===== src/rtl/msdma_pkg.sv =====
// Shared constants for the mass-storage DMA controller
package msdma_pkg;
    // Register byte offsets on APB
    localparam logic [7:0] OFF_CS1  = 8'h00;
    localparam logic [7:0] OFF_WC   = 8'h04;
    localparam logic [7:0] OFF_BA   = 8'h08;
    localparam logic [7:0] OFF_BAE  = 8'h0c;
    localparam logic [7:0] OFF_CS2  = 8'h10;
    localparam logic [7:0] OFF_CS3  = 8'h14;
    localparam logic [7:0] OFF_DB   = 8'h18;
    localparam logic [7:0] OFF_ISTS = 8'h1c;
    localparam logic [7:0] OFF_IEN  = 8'h20;
    localparam logic [7:0] OFF_ICLR = 8'h24;
    // Control/status one fields
    localparam int CS1_SC   = 15;
    localparam int CS1_TRE  = 14;
    localparam int CS1_A16  = 8;
    localparam int CS1_RDY  = 7;
    localparam int CS1_IE   = 6;
    // Control/status two fields
    localparam int CS2_PGE  = 10;
    localparam int CS2_NEM  = 11;
    localparam int CS2_DPE  = 13;
    localparam int CS2_CLR  = 5;
    // Control/status three fields
    localparam int CS3_MDPE = 15;
    localparam int CS3_DPE  = 13;
    // Interrupt status bits
    localparam int IRQ_DONE = 0;
    localparam int IRQ_ERR  = 1;
    localparam int IRQ_N    = 2;
    // Reset values
    localparam logic [15:0] WC_RST   = 16'h0000;
    localparam logic [21:0] ADDR_RST = 22'h000000;
    localparam logic [2:0]  SEL_RST  = 3'h0;
    // Drive word is 16 data bits plus one odd parity bit
    localparam int WORD_W = 16;
    localparam int ENTRY_W = 17;
    localparam int BUF_DEPTH = 8;
    localparam int DRIVES = 8;
endpackage : msdma_pkg


===== src/rtl/word_buffer.sv =====
// Eight-entry word buffer, one or two words in and out per cycle
`timescale 1ns/100ps
module word_buffer #(
    parameter int WIDTH = 17,
    parameter int DEPTH = 8
) (
    input  wire logic                       pclk,
    input  wire logic                       presetn,
    input  wire logic                       flush,
    input  wire logic [1:0]                 push_n,
    input  wire logic [WIDTH-1:0]           push_d0,
    input  wire logic [WIDTH-1:0]           push_d1,
    input  wire logic [1:0]                 pop_n,
    output logic      [WIDTH-1:0]           head0,
    output logic      [WIDTH-1:0]           head1,
    output logic      [$clog2(DEPTH):0]     level
);
    localparam int AW = $clog2(DEPTH);

    // Pointer wrap relies on a power-of-two depth
    if (DEPTH < 2 || (1 << AW) != DEPTH) begin : g_bad_depth
        $error("word_buffer: DEPTH must be a power of two >= 2");
    end

    logic [WIDTH-1:0] mem_q [DEPTH];
    logic [AW-1:0]    wp_q;
    logic [AW-1:0]    rp_q;
    logic [AW:0]      lvl_q;
    wire  [AW-1:0]    wp1 = wp_q + AW'(1);
    wire  [AW-1:0]    rp1 = rp_q + AW'(1);

    assign head0 = mem_q[rp_q];
    assign head1 = mem_q[rp1];
    assign level = lvl_q;

    // Caller keeps pushes within room and pops within level
    always_ff @(posedge pclk or negedge presetn) begin
        if (!presetn) begin
            wp_q  <= '0;
            rp_q  <= '0;
            lvl_q <= '0;
        end else if (flush) begin
            wp_q  <= '0;
            rp_q  <= '0;
            lvl_q <= '0;
        end else begin
            wp_q  <= wp_q + AW'(push_n);
            rp_q  <= rp_q + AW'(pop_n);
            lvl_q <= lvl_q + (AW+1)'(push_n) - (AW+1)'(pop_n);
        end
    end

    always_ff @(posedge pclk) begin
        if (push_n != 2'd0)
            mem_q[wp_q] <= push_d0;
        if (push_n == 2'd2)
            mem_q[wp1] <= push_d1;
    end

    chk_buf_bound: assert property (@(posedge pclk)
        disable iff (!presetn) lvl_q <= (AW+1)'(DEPTH))
        else $error("buffer level beyond depth");
endmodule : word_buffer


===== src/rtl/msdma_ctrl.sv =====
// Mass-storage DMA controller: registers, transfer engine, parity
//
// Local design decisions: the address map and register access over APB.
`timescale 1ns/100ps
module msdma_ctrl #(
    parameter int DEPTH = msdma_pkg::BUF_DEPTH
) (
    input  wire logic        pclk,
    input  wire logic        presetn,
    input  wire logic        psel,
    input  wire logic        penable,
    input  wire logic        pwrite,
    input  wire logic [7:0]  paddr,
    input  wire logic [31:0] pwdata,
    output logic             pready,
    output logic      [31:0] prdata,
    output logic             pslverr,
    output logic             irq,
    input  wire logic        irq_ack,
    output logic      [2:0]  drv_sel,
    output logic      [5:0]  drv_cmd,
    output logic             drv_cmd_par,
    output logic             drv_cmd_stb,
    input  wire logic [5:0]  drv_fn,
    input  wire logic        drv_err,
    output logic      [15:0] drv_tx_data,
    output logic             drv_tx_par,
    output logic             drv_tx_valid,
    input  wire logic        drv_tx_take,
    input  wire logic [15:0] drv_rx_data,
    input  wire logic        drv_rx_par,
    input  wire logic        drv_rx_valid,
    output logic             drv_rx_ready,
    output logic             mem_req,
    output logic             mem_we,
    output logic      [21:0] mem_addr,
    output logic             mem_apar,
    output logic      [1:0]  mem_be,
    output logic      [31:0] mem_wdata,
    output logic      [3:0]  mem_wpar,
    output logic             mem_inval,
    input  wire logic        mem_gnt,
    input  wire logic [31:0] mem_rdata,
    input  wire logic [3:0]  mem_rpar,
    input  wire logic        mem_err
);
    import msdma_pkg::*;

    localparam int LW = $clog2(DEPTH) + 1;
    if (DEPTH < 2) begin : g_bad_depth
        $error("msdma_ctrl: DEPTH must be at least 2");
    end

    typedef enum logic [1:0] {st_idle, st_run} state_e;
    state_e state_q;

    logic        pready_q;
    logic [31:0] prdata_q;
    logic [15:0] wc_q;
    logic [21:0] addr_q;
    logic [2:0]  sel_q;
    logic        ie_q;
    logic        to_drv_q;
    logic        dec_q;
    logic        pge_q, nem_q, dpe_q, mdpe_q, dex_q;
    logic [15:0] db_q;
    logic [IRQ_N-1:0] ists_q, ien_q;
    logic        rdy_d1_q;
    logic        tre_d1_q;

    // Bus decode
    wire acc   = psel & penable & pready_q;
    wire wr    = acc & pwrite;
    wire s_cs1 = paddr == OFF_CS1;
    wire s_wc  = paddr == OFF_WC;
    wire s_ba  = paddr == OFF_BA;
    wire s_bae = paddr == OFF_BAE;
    wire s_cs2 = paddr == OFF_CS2;
    wire s_cs3 = paddr == OFF_CS3;
    wire s_db  = paddr == OFF_DB;
    wire s_ist = paddr == OFF_ISTS;
    wire s_ien = paddr == OFF_IEN;
    wire s_icl = paddr == OFF_ICLR;
    wire mapped = s_cs1 | s_wc | s_ba | s_bae | s_cs2 | s_cs3 |
                  s_db | s_ist | s_ien | s_icl;

    wire busy  = state_q == st_run;
    wire rdy   = ~busy;
    wire [5:0] fn_w = pwdata[5:0];
    wire xfer_code = fn_w[5] & (fn_w[4] | fn_w[3]) & fn_w[0];
    wire wr_cs1 = wr & s_cs1;
    wire launch = wr_cs1 & xfer_code & rdy;
    wire bad_go = wr_cs1 & xfer_code & busy;
    wire ctl_clr = wr & s_cs2 & pwdata[CS2_CLR];
    wire err_clr = wr_cs1 & pwdata[CS1_TRE];
    wire tre   = pge_q | nem_q | dpe_q | mdpe_q | dex_q;
    wire sc    = tre;

    // Buffer
    logic [1:0]          push_n, pop_n;
    logic [ENTRY_W-1:0]  pd0, pd1, h0, h1;
    logic [LW-1:0]       lvl;

    word_buffer #(
        .WIDTH (ENTRY_W),
        .DEPTH (DEPTH)
    ) u_buf (
        .pclk    (pclk),
        .presetn (presetn),
        .flush   (~busy),
        .push_n  (push_n),
        .push_d0 (pd0),
        .push_d1 (pd1),
        .pop_n   (pop_n),
        .head0   (h0),
        .head1   (h1),
        .level   (lvl)
    );

    // Words still to move; count is held negative
    wire [15:0] rem   = 16'h0000 - wc_q;
    wire [1:0]  n     = (rem == 16'h0001) ? 2'd1 : 2'd2;
    wire [LW-1:0] room = LW'(DEPTH) - lvl;
    // Only full pairs occupy the path, except a final odd word
    wire want = busy & (rem != 16'h0000) & (to_drv_q ?
                (room >= LW'(n)) : (lvl >= LW'(n)));
    wire cyc  = mem_req & mem_gnt;

    // Odd parity per byte on memory, per word on drive
    wire [3:0] rd_par_ok;
    wire [3:0] wr_par;
    for (genvar i = 0; i < 4; i++) begin : g_par
        assign rd_par_ok[i] = mem_rpar[i] == ~^mem_rdata[8*i +: 8];
        assign wr_par[i]    = ~^mem_wdata[8*i +: 8];
    end
    wire mdpe_ev = cyc & ~mem_we & (rd_par_ok != 4'hf);
    wire dpe_ev  = drv_rx_valid & drv_rx_ready &
                   (drv_rx_par != ~^drv_rx_data);

    // Memory side: data goes straight to memory, never cached
    assign mem_req   = want & ~tre;
    assign mem_we    = ~to_drv_q;
    assign mem_addr  = addr_q;
    assign mem_apar  = ~^{addr_q, mem_we};
    assign mem_be    = (n == 2'd2) ? 2'b11 : 2'b01;
    assign mem_wdata = {h1[WORD_W-1:0], h0[WORD_W-1:0]};
    assign mem_wpar  = wr_par;
    assign mem_inval = mem_req & mem_we;

    // Drive side: data streams while commands pass separately
    assign drv_tx_valid = busy & to_drv_q & (lvl != '0);
    assign drv_tx_data  = h0[WORD_W-1:0];
    assign drv_tx_par   = h0[WORD_W];
    assign drv_rx_ready = busy & ~to_drv_q & (room != '0);
    assign drv_sel      = sel_q;
    assign drv_cmd      = fn_w;
    assign drv_cmd_par  = ~^fn_w;
    // Every CS1 write starts a drive register cycle
    assign drv_cmd_stb  = wr_cs1;

    assign pd0 = to_drv_q ? {~^mem_rdata[15:0], mem_rdata[15:0]}
                          : {drv_rx_par, drv_rx_data};
    assign pd1 = {~^mem_rdata[31:16], mem_rdata[31:16]};
    assign push_n = to_drv_q ? (cyc ? n : 2'd0)
                  : {1'b0, drv_rx_valid & drv_rx_ready};
    assign pop_n  = to_drv_q ? {1'b0, drv_tx_valid & drv_tx_take}
                  : (cyc ? n : 2'd0);

    // Address steps by bytes moved; carry runs into extension
    wire [21:0] step = {19'h0, n, 1'b0};
    wire [21:0] addr_nx = dec_q ? addr_q - step : addr_q + step;

    // Register read mux
    wire [15:0] cs1_rd = {sc, tre, 1'b0, 2'b00, 1'b0,
                          addr_q[17:16], rdy, ie_q, drv_fn};
    wire [15:0] cs2_rd = {2'b00, dpe_q, 1'b0, nem_q, pge_q,
                          7'h00, sel_q};
    wire [15:0] cs3_rd = {mdpe_q, 1'b0, dpe_q, 13'h0000};
    wire [31:0] rd_mux =
        s_cs1 ? {16'h0000, cs1_rd} :
        s_wc  ? {16'h0000, wc_q} :
        s_ba  ? {16'h0000, addr_q[15:0]} :
        s_bae ? {26'h0, addr_q[21:16]} :
        s_cs2 ? {16'h0000, cs2_rd} :
        s_cs3 ? {16'h0000, cs3_rd} :
        s_db  ? {16'h0000, db_q} :
        s_ist ? {30'h0, ists_q} :
        s_ien ? {30'h0, ien_q} : 32'h00000000;

    // One wait state so read data leaves a flip-flop
    always_ff @(posedge pclk or negedge presetn) begin
        if (!presetn) begin
            pready_q <= 1'b0;
            prdata_q <= 32'h00000000;
        end else begin
            pready_q <= psel & penable & ~pready_q;
            if (psel & penable & ~pready_q & ~pwrite)
                prdata_q <= rd_mux;
        end
    end
    assign pready  = pready_q;
    assign prdata  = prdata_q;
    assign pslverr = acc & ~mapped;

    // Transfer sequencer
    wire done = to_drv_q ? (rem == 16'h0000) & (lvl == '0)
                         : (rem == 16'h0000);
    always_ff @(posedge pclk or negedge presetn) begin
        if (!presetn)
            state_q <= st_idle;
        else if (ctl_clr)
            state_q <= st_idle;
        else if (launch)
            state_q <= st_run;
        else if (busy & (done | tre))
            state_q <= st_idle;
    end

    always_ff @(posedge pclk or negedge presetn) begin
        if (!presetn) begin
            to_drv_q <= 1'b0;
            dec_q    <= 1'b0;
        end else if (launch) begin
            // Write and write-check read memory; reads fill it
            to_drv_q <= ~(fn_w[4] & (fn_w[3] | fn_w[2]) & ~fn_w[5]
                        ) & ~(fn_w[4] & fn_w[3]);
            dec_q    <= ~fn_w[2] & ~fn_w[1];
        end
    end

    always_ff @(posedge pclk or negedge presetn) begin
        if (!presetn)
            wc_q <= WC_RST;
        else if (ctl_clr)
            wc_q <= WC_RST;
        else if (cyc)
            wc_q <= wc_q + {14'h0000, n};
        else if (wr & s_wc)
            wc_q <= pwdata[15:0];
    end

    always_ff @(posedge pclk or negedge presetn) begin
        if (!presetn)
            addr_q <= ADDR_RST;
        else if (ctl_clr)
            addr_q <= ADDR_RST;
        else if (cyc)
            addr_q <= addr_nx;
        else if (wr & s_ba)
            addr_q[15:0] <= {pwdata[15:1], 1'b0};
        else if (wr & s_bae)
            addr_q[21:16] <= pwdata[5:0];
        else if (wr_cs1 & rdy)
            addr_q[17:16] <= pwdata[CS1_A16 +: 2];
    end

    always_ff @(posedge pclk or negedge presetn) begin
        if (!presetn) begin
            sel_q <= SEL_RST;
            db_q  <= 16'h0000;
        end else begin
            if (wr & s_cs2)
                sel_q <= pwdata[2:0];
            if (wr & s_db)
                db_q <= pwdata[15:0];
        end
    end

    // Error flags: a new error wins over any clear
    wire eclr = ctl_clr | err_clr | launch;
    always_ff @(posedge pclk or negedge presetn) begin
        if (!presetn) begin
            pge_q  <= 1'b0;
            nem_q  <= 1'b0;
            dpe_q  <= 1'b0;
            mdpe_q <= 1'b0;
            dex_q  <= 1'b0;
        end else begin
            pge_q  <= bad_go | (pge_q & ~eclr);
            nem_q  <= (cyc & mem_err) | (nem_q & ~eclr);
            dpe_q  <= dpe_ev | (dpe_q & ~eclr);
            mdpe_q <= mdpe_ev | (mdpe_q & ~eclr);
            dex_q  <= (busy & drv_err) | (dex_q & ~eclr);
        end
    end

    // Enable bit; recognition by the host clears it
    always_ff @(posedge pclk or negedge presetn) begin
        if (!presetn)
            ie_q <= 1'b0;
        else if (ctl_clr | irq_ack)
            ie_q <= 1'b0;
        else if (wr_cs1)
            ie_q <= pwdata[CS1_IE];
    end

    // Interrupt events: ready rising, error appearing, or a CS1 write setting IE and RDY
    wire rdy_rise = rdy & ~rdy_d1_q;
    wire sw_irq   = wr_cs1 & pwdata[CS1_IE] & pwdata[CS1_RDY];
    wire [IRQ_N-1:0] ev;
    assign ev[IRQ_DONE] = (rdy_rise & ie_q) | sw_irq;
    assign ev[IRQ_ERR]  = tre & ~tre_d1_q & ie_q;
    wire [IRQ_N-1:0] iclr = (wr & s_icl) ? pwdata[IRQ_N-1:0] : '0;

    always_ff @(posedge pclk or negedge presetn) begin
        if (!presetn) begin
            rdy_d1_q <= 1'b1;
            tre_d1_q <= 1'b0;
            ists_q   <= '0;
            ien_q    <= '0;
        end else begin
            rdy_d1_q <= rdy;
            tre_d1_q <= tre;
            ists_q   <= ev | (ists_q & ~iclr);
            if (wr & s_ien)
                ien_q <= pwdata[IRQ_N-1:0];
        end
    end
    assign irq = |(ists_q & ien_q);

    chk_launch_busy: assert property (@(posedge pclk)
        disable iff (!presetn) launch & ~ctl_clr |=> busy)
        else $error("launch did not make controller busy");
    chk_busy_no_go: assert property (@(posedge pclk)
        disable iff (!presetn) wr_cs1 & xfer_code & busy |=> pge_q)
        else $error("transfer command while busy not flagged");
    chk_wc_step: assert property (@(posedge pclk)
        disable iff (!presetn) cyc & ~ctl_clr |=>
        wc_q == $past(wc_q) + {14'h0000, $past(n)})
        else $error("word count did not step by words moved");
    chk_req_pair: assert property (@(posedge pclk)
        disable iff (!presetn) mem_req & mem_we |->
        lvl >= LW'(n) && (n == 2'd2 || rem == 16'h0001))
        else $error("memory write without full pair");
    chk_inval_write: assert property (@(posedge pclk)
        disable iff (!presetn) mem_req & mem_we |-> mem_inval)
        else $error("memory write without cache invalidate");
    chk_ack_clears_ie: assert property (@(posedge pclk)
        disable iff (!presetn) irq_ack |=> ~ie_q)
        else $error("interrupt recognition left enable set");
    chk_done_irq: assert property (@(posedge pclk)
        disable iff (!presetn) rdy_rise & ie_q & ien_q[IRQ_DONE]
        |=> irq)
        else $error("ready with enable gave no interrupt");
    chk_ready_wait: assert property (@(posedge pclk)
        disable iff (!presetn) $rose(psel & penable) |->
        ~pready ##1 pready)
        else $error("bus answer not one wait state");
    chk_mem_parity: assert property (@(posedge pclk)
        disable iff (!presetn) mdpe_ev |=> cs3_rd[CS3_MDPE])
        else $error("memory parity error not recorded");
endmodule : msdma_ctrl


===== config.mk =====
export PLATFORM = sky130hd
export DESIGN_NAME = msdma_ctrl
export DESIGN_NICKNAME = d
export VERILOG_FILES = /design/src/rtl/msdma_pkg.sv /design/src/rtl/word_buffer.sv /design/src/rtl/msdma_ctrl.sv
export SDC_FILE = /design/constraint.sdc
export NUM_CORES = 1
export LEC_CHECK = 0
export CAP_MARGIN = 15
export CELL_PAD_IN_SITES_DETAIL_PLACEMENT = 1
export CELL_PAD_IN_SITES_GLOBAL_PLACEMENT = 1
export CORE_MARGIN = 1
export CORE_UTILIZATION = 40
export CTS_BUF_LIST = sky130_fd_sc_hd__clkbuf_16
export DETAILED_ROUTE_END_ITERATION = 8
export DONT_BUFFER_PORTS = 1
export GPL_TIMING_DRIVEN = 0
export HOLD_SLACK_MARGIN = 0.05
export PLACE_DENSITY_LB_ADDON = 0.15
export SLEW_MARGIN = 15
export SYNTH_ARGS = -nofsm -noshare
export SYNTH_HDL_FRONTEND = slang
export SYNTH_HIERARCHICAL = 1
export SYNTH_SLANG_ARGS = --single-unit

===== constraint.sdc =====
create_clock -name pclk -period 5.5 [get_ports pclk]
set_input_delay 1.1 -clock pclk [delete_from_list [all_inputs] [get_ports pclk]]
set_output_delay 1.1 -clock pclk [all_outputs]
set_load 0.05 [all_outputs]

==> metrics.md, run 1 <==
| Metric | Value |
|---|---|
| CP required | `roughly 5.8 ns` |
| Number of global-route vias before repair | `12100` |
| P_int | `3.11 mW` |
| Worst-path cell chain | `or4_4 -> nor3_4 -> mux2_4 -> nand3_4 -> buf_12 -> clkinvlp_4 -> ha_1 -> or4_4 -> and4bb_4 -> o22ai_4 -> and3_4 -> buf_8 -> nand2_4 -> o21ai_4 -> or3b_4 -> nor3_4 -> buf_12 -> o21bai_4 -> clkbuf_16` |
| Levels on crit path | `19` |
| Fmax achieved | `between 150 and 200 MHz` |
| Detailed-router iteration count before antenna repair | `6` |
| Port bufs | `0` |
| DR vias | `11700` |
| CTS H-Tree Depth | `1` |
| Finished Cell Area | `roughly 0.018 mm^2` |
| Ant diodes | `0` |
| Gr usage total | `26.1%` |
| Min Tclk post-route | `5.31 ns` |
| Slowest-stage cell, CP | `or4_4` |
| Residual DRC count | `0` |
| Row Count | `72` |
| Nature of the critical path startpoint | `flop` |
| Largest net degree at the start of global routing | `99` |
| Final Hold Fails | `0` |
| Critical Path Fanout Max | `10` |
| Mapped Cells | `1323` |
| Clock Tree Buf Depth | `3` |
| Maximum vdd drop | `251 uV` |
| DP HPWL | `38500 um` |
| WP buf/inv | `5` |
| Power per cell area | `between 200 and 250 mW/mm^2` |
| CTS tree | `done` |
| Area of the mapped netlist | `between 0.015 and 0.02 mm^2` |
| Post-layout nets | `between 1500 and 2000` |
| Total CTS buffers | `28` |
| Area post-placement | `around 0.017 mm^2` |
| Global placer's final weighted congestion | `about 0.85` |
| Filler instances | `roughly 4100` |
| WS Path Type | `reg -> reg` |
| Initial antenna violation count | `0` |
| NetSw | `~1.1 mW` |
| Most frequent cells in the layout | `mux2_2 (185), edfxtp_1 (136), xnor2_1 (100), dfrtp_1 (94), nand2_1 (72)` |
| WL/cell | `about 28 um` |
| Status | `finished, final reports clean` |
| Logic pwr share | `10.1%` |
| CP Capture Type | `flop` |
| Final setup TNS | `0 ns` |
| Die height | `202 um` |
| Worst slew margin | `21.3%` |
| Worst-case reg-to-reg path depth | `19` |
| Clock tree root driver cell | `clkbuf_16` |
| Worst-margin pin slew | `between 1 and 1.5 ns` |
| Leak Pwr | `7.00 nW` |
| Grt total ovfl | `0` |
| Core Region | `~0.04 mm^2` |
| Final non-filler cell total | `1950` |
| CTS Sinks | `234` |
| Hold Path Class | `in -> async` |
| Initial core utilization | `41.0%` |
| Top Ports | `239` |
| Worst stage delay on the critical path | `slightly below 0.6 ns` |
| Critical path data arrival time | `5.58 ns` |
| Sw frac | `25.7%` |
| Ys Warns | `6` |
| Avg Synthesized Cell Area | `around 12 um^2` |
| Sequential share of power | `47.2%` |
| Period utilization | `96.5%` |
| Commonest non-fill, non-tap cell in the layout | `mux2_2` |
| Area Overhead vs Synth | `15.0%` |
| Later-pin clock latency in the skew report | `around 0.56 ns` |
| CP delay by family, top | `simple AND/OR/NAND/NOR gates` |
| Ratio of cells with drive above 1 in the final layout | `about 33%` |
| Die area | `0.0409 mm^2` |
| Clock Power Share | `between 40% and 50%` |
| First-pass GRT wire length | `79700 um` |
| Initial drt markers | `835` |
| Clock-pin slew on the worst setup and hold paths | `0.06 ns` |
| Max-slew violations | `0` |
| Clk_skew | `between 0.009 and 0.01 ns` |
| R2R setup slack | `0.19 ns` |
| Antenna viol nets, final | `0` |
| RSZ-0062 raised after global routing | `no` |
| Vias/cell | `5.98` |
| Max-cap viol count | `0` |
| Cells after DPL | `1859` |
| Width of the chip | `about 200 um` |
| Final-report setup violation count | `0` |
| Final wirelength | `about 54000 um` |
state kept, by name, indices dropped and copies added, names as in the netlist, 2 cells and up:
signal       cells
db_q            16
drv_sel          3
ien_q            2
ists_q           2
mem_addr        21
prdata          16
u_buf/level      4
u_buf/mem_q    136
u_buf/rp_q       3
u_buf/wp_q       3
wc_q            16
final timing paths:
path	start	end
max	wc_q[3]	u_buf/mem_q[5][1]
min	presetn	mem_addr[21]
max reg2reg	wc_q[3]	u_buf/mem_q[5][1]
min reg2reg	db_q[14]	db_q[14]
max in group asynchronous	presetn	rdy_d1_q
min in group pclk	db_q[14]	db_q[14]
metrics by stage:
step | power, mW | util (%) | hold WS, ns | worst slack (ns)
floorplan | 2.34 | - | 0.460 | 0.000668
global placement | 2.42 | 42.9 | 0.487 | -1.33
detailed placement | 2.43 | 43.1 | 0.498 | -1.35
CTS | 4.23 | 46.5 | 0.206 | 0.00126
global route | 4.32 | 47.2 | 0.217 | 0.0282
finish | 4.19 | 47.2 | 0.238 | 0.191
metal layers:
layer	share of wire, %	up-vias	GRT usage (%)	routed length [um]
li1	-	5134	-	-
met1	45	6062	37.2	24400
met2	45	409	41.0	24400
met3	7.3	65	5.14	3930
met4	2.0	0	5.91	1090
met5	0	-	0	0
worst register-to-register path, stage by stage, from the launching register on:
cell and delay, ns:
dfrtp_1 0.53, or4_4 0.58, nor3_4 0.14, mux2_4 0.34, nand3_4 0.08, buf_12 0.17, clkinvlp_4 0.11, ha_1 0.18
or4_4 0.53, and4bb_4 0.37, o22ai_4 0.10, and3_4 0.20, buf_8 0.15, nand2_4 0.11, o21ai_4 0.10, or3b_4 0.45
nor3_4 0.27, buf_12 0.17, o21bai_4 0.18, clkbuf_16 0.23
timing repair:
item	4_1_cts	5_1_grt
endpoints found under the setup margin	281	243
hold buffers	0	0
buffers inserted	22	18
cloned	2	2
pin swaps	13	10
gates resized for setup	28	16
cell type report:
cell class                 instances  area (um^2)  area share (%)
timing repair buffer              46          601            3.26
inverter                          38          146           0.794
clock inverter                    22          148           0.801
clock buffer                      29          726            3.94
tap                              518          648            3.51
sequential                       234         6540            35.5
multi-input combinational        952         8930            48.4
buffer                           111          704            3.82
power groups by stage:
stage / Combinational, mW / Sequential [mW] / Clock (mW)
finish: 0.424 / 1.98 / 1.79
global route: 0.455 / 1.98 / 1.88
CTS: 0.423 / 1.98 / 1.83
detailed placement: 0.418 / 2.01 / 0
global placement: 0.407 / 2.01 / 0
floorplan: 0.337 / 2.00 / 0
Note: power is estimated with default switching activity, not from simulation.
==> run 2, diff against run 1 <==
--- a/config.mk
+++ b/config.mk
@@ -19,5 +19,4 @@
 export SLEW_MARGIN = 15
 export SYNTH_ARGS = -nofsm -noshare
 export SYNTH_HDL_FRONTEND = slang
-export SYNTH_HIERARCHICAL = 1
 export SYNTH_SLANG_ARGS = --single-unit
==> constraint.sdc (replaced) <==
create_clock -name pclk -period 4.9 [get_ports pclk]
set_input_delay 0.98 -clock pclk [delete_from_list [all_inputs] [get_ports pclk]]
set_output_delay 0.98 -clock pclk [all_outputs]
set_load 0.05 [all_outputs]
==> metrics.md, run 2 <==
| Metric | Value |
|---|---|
| Maximum vdd drop | `295 uV (+17%)` |
| Width of the chip | `201 um (-0.60%)` |
| Dominant cell type by area after synthesis | `edfxtp_1` |
| Area of the mapped netlist | `0.0158 mm^2 (-1.2%)` |
| Max-cap viol count | `0 (unchanged)` |
| Status | `finished, final reports clean` |
| Most frequent cells after synthesis | `nor2_1 (155), a21oi_1 (138), edfxtp_1 (136)` |
| DR vias | `12900 (+10%)` |
| Initial drt markers | `1254 (+50%)` |
| Biggest register | `u_buf.mem_q` |
| Filler instances | `4249 (+4.3%)` |
| Avg Synthesized Cell Area | `10.8 um^2 (-11%)` |
| Area Overhead vs Synth | `13.8%` |
| Clock Power Share | `44.0% (+1.3 points)` |
| Post-synth EDFFs | `136` |
| Hold Path Class | `in -> async` |
| Sequential fraction of the synthesis area | `41.3%` |
| Final wirelength | `61700 um (+15%)` |
| Initial core utilization | `40.8% (-0.21 points)` |
| Clk_skew | `0.0107 ns (+0.000966 ns)` |
| Critical path data arrival time | `3.90 ns (-1.68 ns)` |
| Slowest-stage cell, CP | `ha_2` |
| R2R setup slack | `0.18 ns (about the same)` |
| Worst slew margin | `11.9% (-9.4 points)` |
| NetSw | `1.39 mW (+29%)` |
| Worst-case reg-to-reg path depth | `18 (-1)` |
| Later-pin clock latency in the skew report | `0.58 ns (+0.02 ns)` |
| Final core occ | `46.4% (-0.74 points)` |
| Ratio of cells with drive above 1 in the final layout | `20.5% (-13 points)` |
| Final Hold Fails | `0 (unchanged)` |
| FF-to-FF Start | `wc_q[4]` |
| Unique masters post-synth | `80` |
| Post-layout nets | `1685 (+8.1%)` |
| Worst stage delay on the critical path | `0.50 ns (-0.08 ns)` |
| Async set-reset flop share out of synthesis | `about two fifths` |
| Max-slew violations | `0 (unchanged)` |
| Area occupied by multi-input gates | `0.00859 mm^2 (-3.8%)` |
| Clock Tree Buf Depth | `3 (unchanged)` |
| Count leader, synth | `nor2_1` |
| Cells after DPL | `2014 (+8.3%)` |
| CP Capture Type | `output port` |
| Leak Pwr | `6.94 nW (-0.76%)` |
| Grt total ovfl | `0 (unchanged)` |
| RR Endpoint | `u_buf.level[3]` |
| Global placer's final weighted congestion | `0.877 (+3.1%)` |
| Port bufs | `0 (unchanged)` |
| Post-synth top area share | `roughly a quarter` |
| Nature of the critical path startpoint | `flop` |
| Max reg flops | `136 (unchanged)` |
| WS Path Type | `reg -> out` |
| P_int | `3.61 mW (+16%)` |
| Gr usage total | `30.3% (+4.1 points)` |
| Final-report setup violation count | `0 (unchanged)` |
| Min Tclk post-route | `4.88 ns` |
| Mapped Cells | `1468 (+11%)` |
| Ys Warns | `0 (-6)` |
| Most frequent cells in the layout | `nor2_1 (155), a21oi_1 (138), edfxtp_1 (136), dfrtp_1 (95), nand2_1 (79)` |
| Predominant post-synthesis flop cell | `edfxtp_1` |
| Sw frac | `27.8% (+2.1 points)` |
| Critical Path Fanout Max | `10 (unchanged)` |
| Core Region | `0.0388 mm^2 (-0.69%)` |
| Top Ports | `239 (unchanged)` |
| Row Count | `72 (unchanged)` |
| Initial antenna violation count | `2 (+2)` |
| Largest net degree at the start of global routing | `99 (unchanged)` |
| Power per cell area | `277 mW/mm^2 (+22%)` |
| DP HPWL | `44200 um (+15%)` |
| Worst-path cell chain | `ha_2 -> buf_4 -> clkbuf_2 -> mux4_2 -> mux2_2 -> xor2_1 -> xnor3_2` |
| Total CTS buffers | `29 (+3.6%)` |
| Residual DRC count | `0 (unchanged)` |
| Clock-pin slew on the worst setup and hold paths | `0.07 ns (about the same)` |
| Ant diodes | `0 (unchanged)` |
| Reg area | `0.00654 mm^2 (about the same)` |
| Die area | `0.0404 mm^2 (-1.2%)` |
| Largest cells by area after synthesis | `edfxtp_1 (26%), dfrtp_1 (15%), mux4_2 (9.4%), mux2i_1 (4.4%), a21oi_1 (4.4%)` |
| WL/cell | `29.7 um (+7.8%)` |
| CTS Sinks | `234 (unchanged)` |
| Period utilization | `between 90 and 100%` |
| Die height | `201 um (-0.60%)` |
| CTS tree | `done` |
| Clock tree root driver cell | `clkbuf_16` |
| First-pass GRT wire length | `89600 um (+12%)` |
| CP required | `3.92 ns (-1.85 ns)` |
| Logic pwr share | `10.8% (+0.7 points)` |
| Sequential share of power | `45.3% (-1.9 points)` |
| Fmax achieved | `just over 200 MHz` |
| Antenna viol nets, final | `0 (unchanged)` |
| Register bit total from synthesis | `234` |
| Number of global-route vias before repair | `13100 (+8.6%)` |
| Commonest non-fill, non-tap cell in the layout | `nor2_1` |
| Vias/cell | `6.21 (+3.8%)` |
| CTS H-Tree Depth | `1 (unchanged)` |
| Final non-filler cell total | `2073 (+6.3%)` |
| Detailed-router iteration count before antenna repair | `5 (-1)` |
| Worst-margin pin slew | `1.32 ns (+0.150 ns)` |
## run 2: kinds of logic after synthesis
logic type / count (synthesis) / share of synthesized area [%]
simple gates: 370 / 11.2
compound gates: 318 / 12.4
flops: 234 / 41.3
mux: 197 / 18.1
buf+inv: 191 / 6.27
xor+xnor: 113 / 6.97
fa+ha+maj: 43 / 3.63
other cells: 2 / 0.0474
## run 2: final cells by class
cell class	count	share of cell area [%]
Clock buffer	29	4.03
Inverter	52	1.08
Sequential cell	234	36.3
Tap cell	518	3.60
Clock inverter	25	1.28
Multi-Input combinational cell	1059	47.6
Timing Repair Buffer	18	1.48
Buffer	138	4.62
## run 2: worst max path at each step
stage / to / startpoint
2_1_floorplan: u_buf.mem_q[0][0] / wc_q[2]
3_3_place_gp: u_buf.mem_q[0][10] / wc_q[10]
3_5_place_dp: u_buf.level[3] / wc_q[10]
4_1_cts: mem_wpar[2] / u_buf.rp_q[0]
5_1_grt: u_buf.level[3] / wc_q[4]
6_report: mem_wpar[2] / u_buf.rp_q[0]
## run 2: layer usage
layer | wire [um] | GRT usage (%) | up-vias
li1 | - | - | 5503
met1 | 27300 | 44.2 | 6657
met2 | 26800 | 44.6 | 620
met5 | 17 | 0 | -
met4 | 1650 | 8.70 | 2
met3 | 5950 | 6.85 | 93
## run 2: power by group through the flow
| stage | combinational [mW] | sequential, mW | clock (mW) |
|---|---|---|---|
| 2_1_floorplan | 0.418 | 2.27 | 0 |
| 3_3_place_gp | 0.513 | 2.30 | 0 |
| 3_5_place_dp | 0.526 | 2.30 | 0 |
| 4_1_cts | 0.534 | 2.26 | 2.21 |
| 5_1_grt | 0.578 | 2.27 | 2.28 |
| 6_report | 0.538 | 2.26 | 2.20 |
## run 2: what timing repair did
item,4_1_cts,5_1_grt
hold buffers,0,0
buffers inserted,4,2
endpoints found under the setup margin,161,31
gates resized for setup,26,18
pin swaps,3,2
## run 2: per-stage QoR
stage                     setup TNS [ns]  worst slack [ns]  cell area, um^2  hold WS [ns]  power, mW
after floorplan                        0             0.182            15900         0.457       2.69
after global placement           -346.71             -3.20            16600         0.479       2.81
after detailed placement          -49.42            -0.822            16900         0.491       2.83
after CTS                              0           0.00391            17900        0.0774       5.01
after global routing             -0.0919           -0.0919            18000        0.0821       5.13
final                                  0            0.0240            18000        0.0913       5.00
## run 2: worst max-delay path, delay by kind of cell (launching register included)
| kind | cells | cell delay, ns |
|---|---|---|
| XOR/XNOR | 2 | 0.83 |
| multiplexers | 2 | 0.81 |
| buffers and inverters | 2 | 0.69 |
| adder cells (fa/ha/maj) | 1 | 0.50 |
| flip-flops | 1 | 0.47 |
==> run 3, diff against run 2 <==
--- a/config.mk
+++ b/config.mk
@@ -16,6 +16,7 @@
 export GPL_TIMING_DRIVEN = 0
 export HOLD_SLACK_MARGIN = 0.05
 export PLACE_DENSITY_LB_ADDON = 0.15
+export REMOVE_ABC_BUFFERS = 1
 export SLEW_MARGIN = 15
 export SYNTH_ARGS = -nofsm -noshare
 export SYNTH_HDL_FRONTEND = slang
==> metrics.md, run 3 (synthesis gave the netlist of run 2 again) <==
| Metric | Value |
|---|---|
| Final setup TNS | `0 ns (unchanged)` |
| Most frequent cells in the layout | `nor2_1 (155), a21oi_1 (138), edfxtp_1 (136), dfrtp_1 (93), nand2_1 (79)` |
| Nature of the critical path startpoint | `flop` |
| Status | `finished, final reports clean` |
| Residual DRC count | `0 (unchanged)` |
| Worst slew margin | `25.7% (+14 points)` |
| Cells after DPL | `1889 (-6.2%)` |
| Top Ports | `239 (unchanged)` |
| Worst-case reg-to-reg path depth | `16 (-2)` |
| CTS tree | `done` |
| Biggest register | `u_buf.mem_q` |
| Worst-path cell chain | `nor4_2 -> nand4_1 -> buf_4 -> a211oi_4 -> ha_1 -> nor2b_1 -> o2111ai_1 -> nand4_2 -> nor2_1` |
| Row Count | `72 (unchanged)` |
| Largest net degree at the start of global routing | `99 (unchanged)` |
| Hold Path Class | `in -> async` |
| CTS Sinks | `234 (unchanged)` |
| Initial antenna violation count | `0 (-2)` |
| First-pass GRT wire length | `79700 um (-11%)` |
| Max layer used | `met4` |
| Initial core utilization | `40.8% (unchanged)` |
| Width of the chip | `201 um (unchanged)` |
| Detailed-router iteration count before antenna repair | `8 (+3)` |
| Initial drt markers | `916 (-27%)` |
| Worst stage delay on the critical path | `0.78 ns (+0.28 ns)` |
| # hold bufs at CTS | `0 (unchanged)` |
| Met2 Wirelength | `24200 um (-9.4%)` |
| Global placer's final weighted congestion | `0.864 (-1.5%)` |
| Power per cell area | `280 mW/mm^2 (+1.1%)` |
| Grt total ovfl | `0 (unchanged)` |
| Clock tree root driver cell | `clkbuf_16` |
| Slowest-stage cell, CP | `nor2_1` |
| WS Path Type | `reg -> out` |
| Die height | `201 um (unchanged)` |
| Vias/cell | `6.10 (-1.7%)` |
| CP Capture Type | `output port` |
| Max-cap viol count | `0 (unchanged)` |
| DR vias | `11900 (-7.3%)` |
| Core Region | `0.0388 mm^2 (unchanged)` |
| Antenna viol nets, final | `0 (unchanged)` |
| Max-slew violations | `0 (unchanged)` |
| Min Tclk post-route | `4.83 ns (-0.0452 ns)` |
| Final core occ | `45.3% (-1.1 points)` |
| Post-layout nets | `1566 (-7.1%)` |
| R2R setup slack | `0.18 ns (about the same)` |
| Setup slack after layout | `0.0691 ns (+0.0452 ns)` |
| Clk_skew | `0.0190 ns (+0.00826 ns)` |
| Total CTS buffers | `30 (+3.4%)` |
| WL met3 | `3670 um (-38%)` |
| Final wirelength | `53200 um (-14%)` |
| Area post-placement | `0.0164 mm^2 (-2.6%)` |
| Critical Path Fanout Max | `6 (-4)` |
| Critical path data arrival time | `3.85 ns (-0.05 ns)` |
| Placement Setup Slack | `-0.956 ns (-0.134 ns)` |
| Area Overhead vs Synth | `11.0%` |
| Maximum vdd drop | `210 uV (-29%)` |
| Max reg flops | `136 (unchanged)` |
| Later-pin clock latency in the skew report | `0.58 ns (about the same)` |
| Port bufs | `0 (unchanged)` |
| Wl on met1 | `24100 um (-12%)` |
| Clock Tree Buf Depth | `3 (unchanged)` |
| Die area | `0.0404 mm^2 (unchanged)` |
| Leak Pwr | `6.67 nW (-4.0%)` |
| Period utilization | `98.6% (-0.92 points)` |
| CP delay by family, top | `simple AND/OR/NAND/NOR gates` |
| Number of global-route vias before repair | `12400 (-5.6%)` |
| Worst-margin pin slew | `1.11 ns (-0.215 ns)` |
| Final-report setup violation count | `0 (unchanged)` |
| Finished Cell Area | `0.0176 mm^2 (-2.4%)` |
| Commonest non-fill, non-tap cell in the layout | `nor2_1` |
| WL/cell | `27.2 um (-8.5%)` |
| DP HPWL | `37100 um (-16%)` |
| CP required | `3.92 ns (about the same)` |
| Final Hold Fails | `0 (unchanged)` |
| RSZ-0062 raised after global routing | `yes` |
| Final non-filler cell total | `1956 (-5.6%)` |
| Gr usage total | `26.1% (-4.1 points)` |
| CTS H-Tree Depth | `1 (unchanged)` |
| WP buf/inv | `1 (-1)` |
| Fmax achieved | `207 MHz (+0.93%)` |
| Filler instances | `4146 (-2.4%)` |
| Ratio of cells with drive above 1 in the final layout | `17.8% (-2.6 points)` |
| Clock-pin slew on the worst setup and hold paths | `0.06 ns (about the same)` |
| Levels on crit path | `9 (+2)` |
run 3: changes by cell type in the layout (fill, tap and decap cells not counted), moves of 3 or more:
cell,change
buf_16,+7
buf_2,-25
buf_4,-43
buf_6,-6
clkbuf_1,-48
clkbuf_4,-5
clkinv_1,-5
clkinv_2,+6
nand3_2,-5
nand3_4,+5
xor2_1,+3
xor2_2,-3
run 3: repair_timing:
item | 4_1_cts | 5_1_grt
setup endpoints to repair | 277 | 27
cloned | 1 | 0
setup buffers | 8 | 1
pin swaps | 5 | 1
gates resized for setup | 14 | 3
run 3: area by class of cell:
class / instances / area, um^2 / share of cell area [%]
Multi-Input combinational cell: 1059 / 8630 / 49.0
Sequential cell: 234 / 6550 / 37.2
Clock buffer: 31 / 776 / 4.41
Tap cell: 518 / 648 / 3.68
Timing Repair Buffer: 35 / 596 / 3.39
Inverter: 52 / 199 / 1.13
Clock inverter: 25 / 191 / 1.09
Timing Repair inverter: 1 / 5.00 / 0.0285
Antenna cell: 1 / 2.50 / 0.0142
run 3: worst paths after layout:
path                               from                end
min in group pclk               irq_ack               ie_q
worst max-delay path            wc_q[1]            mem_req
worst min-delay path            presetn        mem_addr[7]
max in group asynchronous       presetn           rdy_d1_q
worst max register to register  wc_q[1]  u_buf.mem_q[0][1]
worst min register to register    dex_q              dex_q
run 3: worst reg2reg max path: stages (launching register included):
cell and delay, ns:
dfrtp_1 0.49, nor4_2 0.42, nand4_1 0.14, buf_4 0.19, a211oi_4 0.40, ha_1 0.21
nor2b_1 0.05, o2111ai_1 0.28, nand4_2 0.31, nor4_4 0.36, buf_4 0.28, and4_2 0.43
buf_12 0.23, inv_1 0.10, o31ai_4 0.13, buf_6 0.23, buf_8 0.17
run 3: per-layer routing:
layer,up-vias,global-route usage (%)
li1,5272,-
met1,6157,37.4
met2,436,41.0
met3,72,4.29
met4,0,6.95
met5,-,0
run 3: report_power, final:
part | switching (mW) | leakage (nW) | internal [mW] | total (mW)
registers | 0.126 | 2.49 | 2.13 | 2.26
logic | 0.298 | 3.67 | 0.178 | 0.476
clock network | 0.903 | 0.506 | 1.29 | 2.20
total | 1.33 | 6.67 | 3.61 | 4.93
run 3: stage by stage:
| stage | power, mW | hold WS (ns) |
|---|---|---|
| after floorplan | 2.65 | 0.457 |
| after CTS | 4.98 | 0.0657 |
| after global placement | 2.76 | 0.481 |
| after global routing | 5.09 | 0.0743 |
| after detailed placement | 2.77 | 0.488 |
| final | 4.93 | 0.0968 |
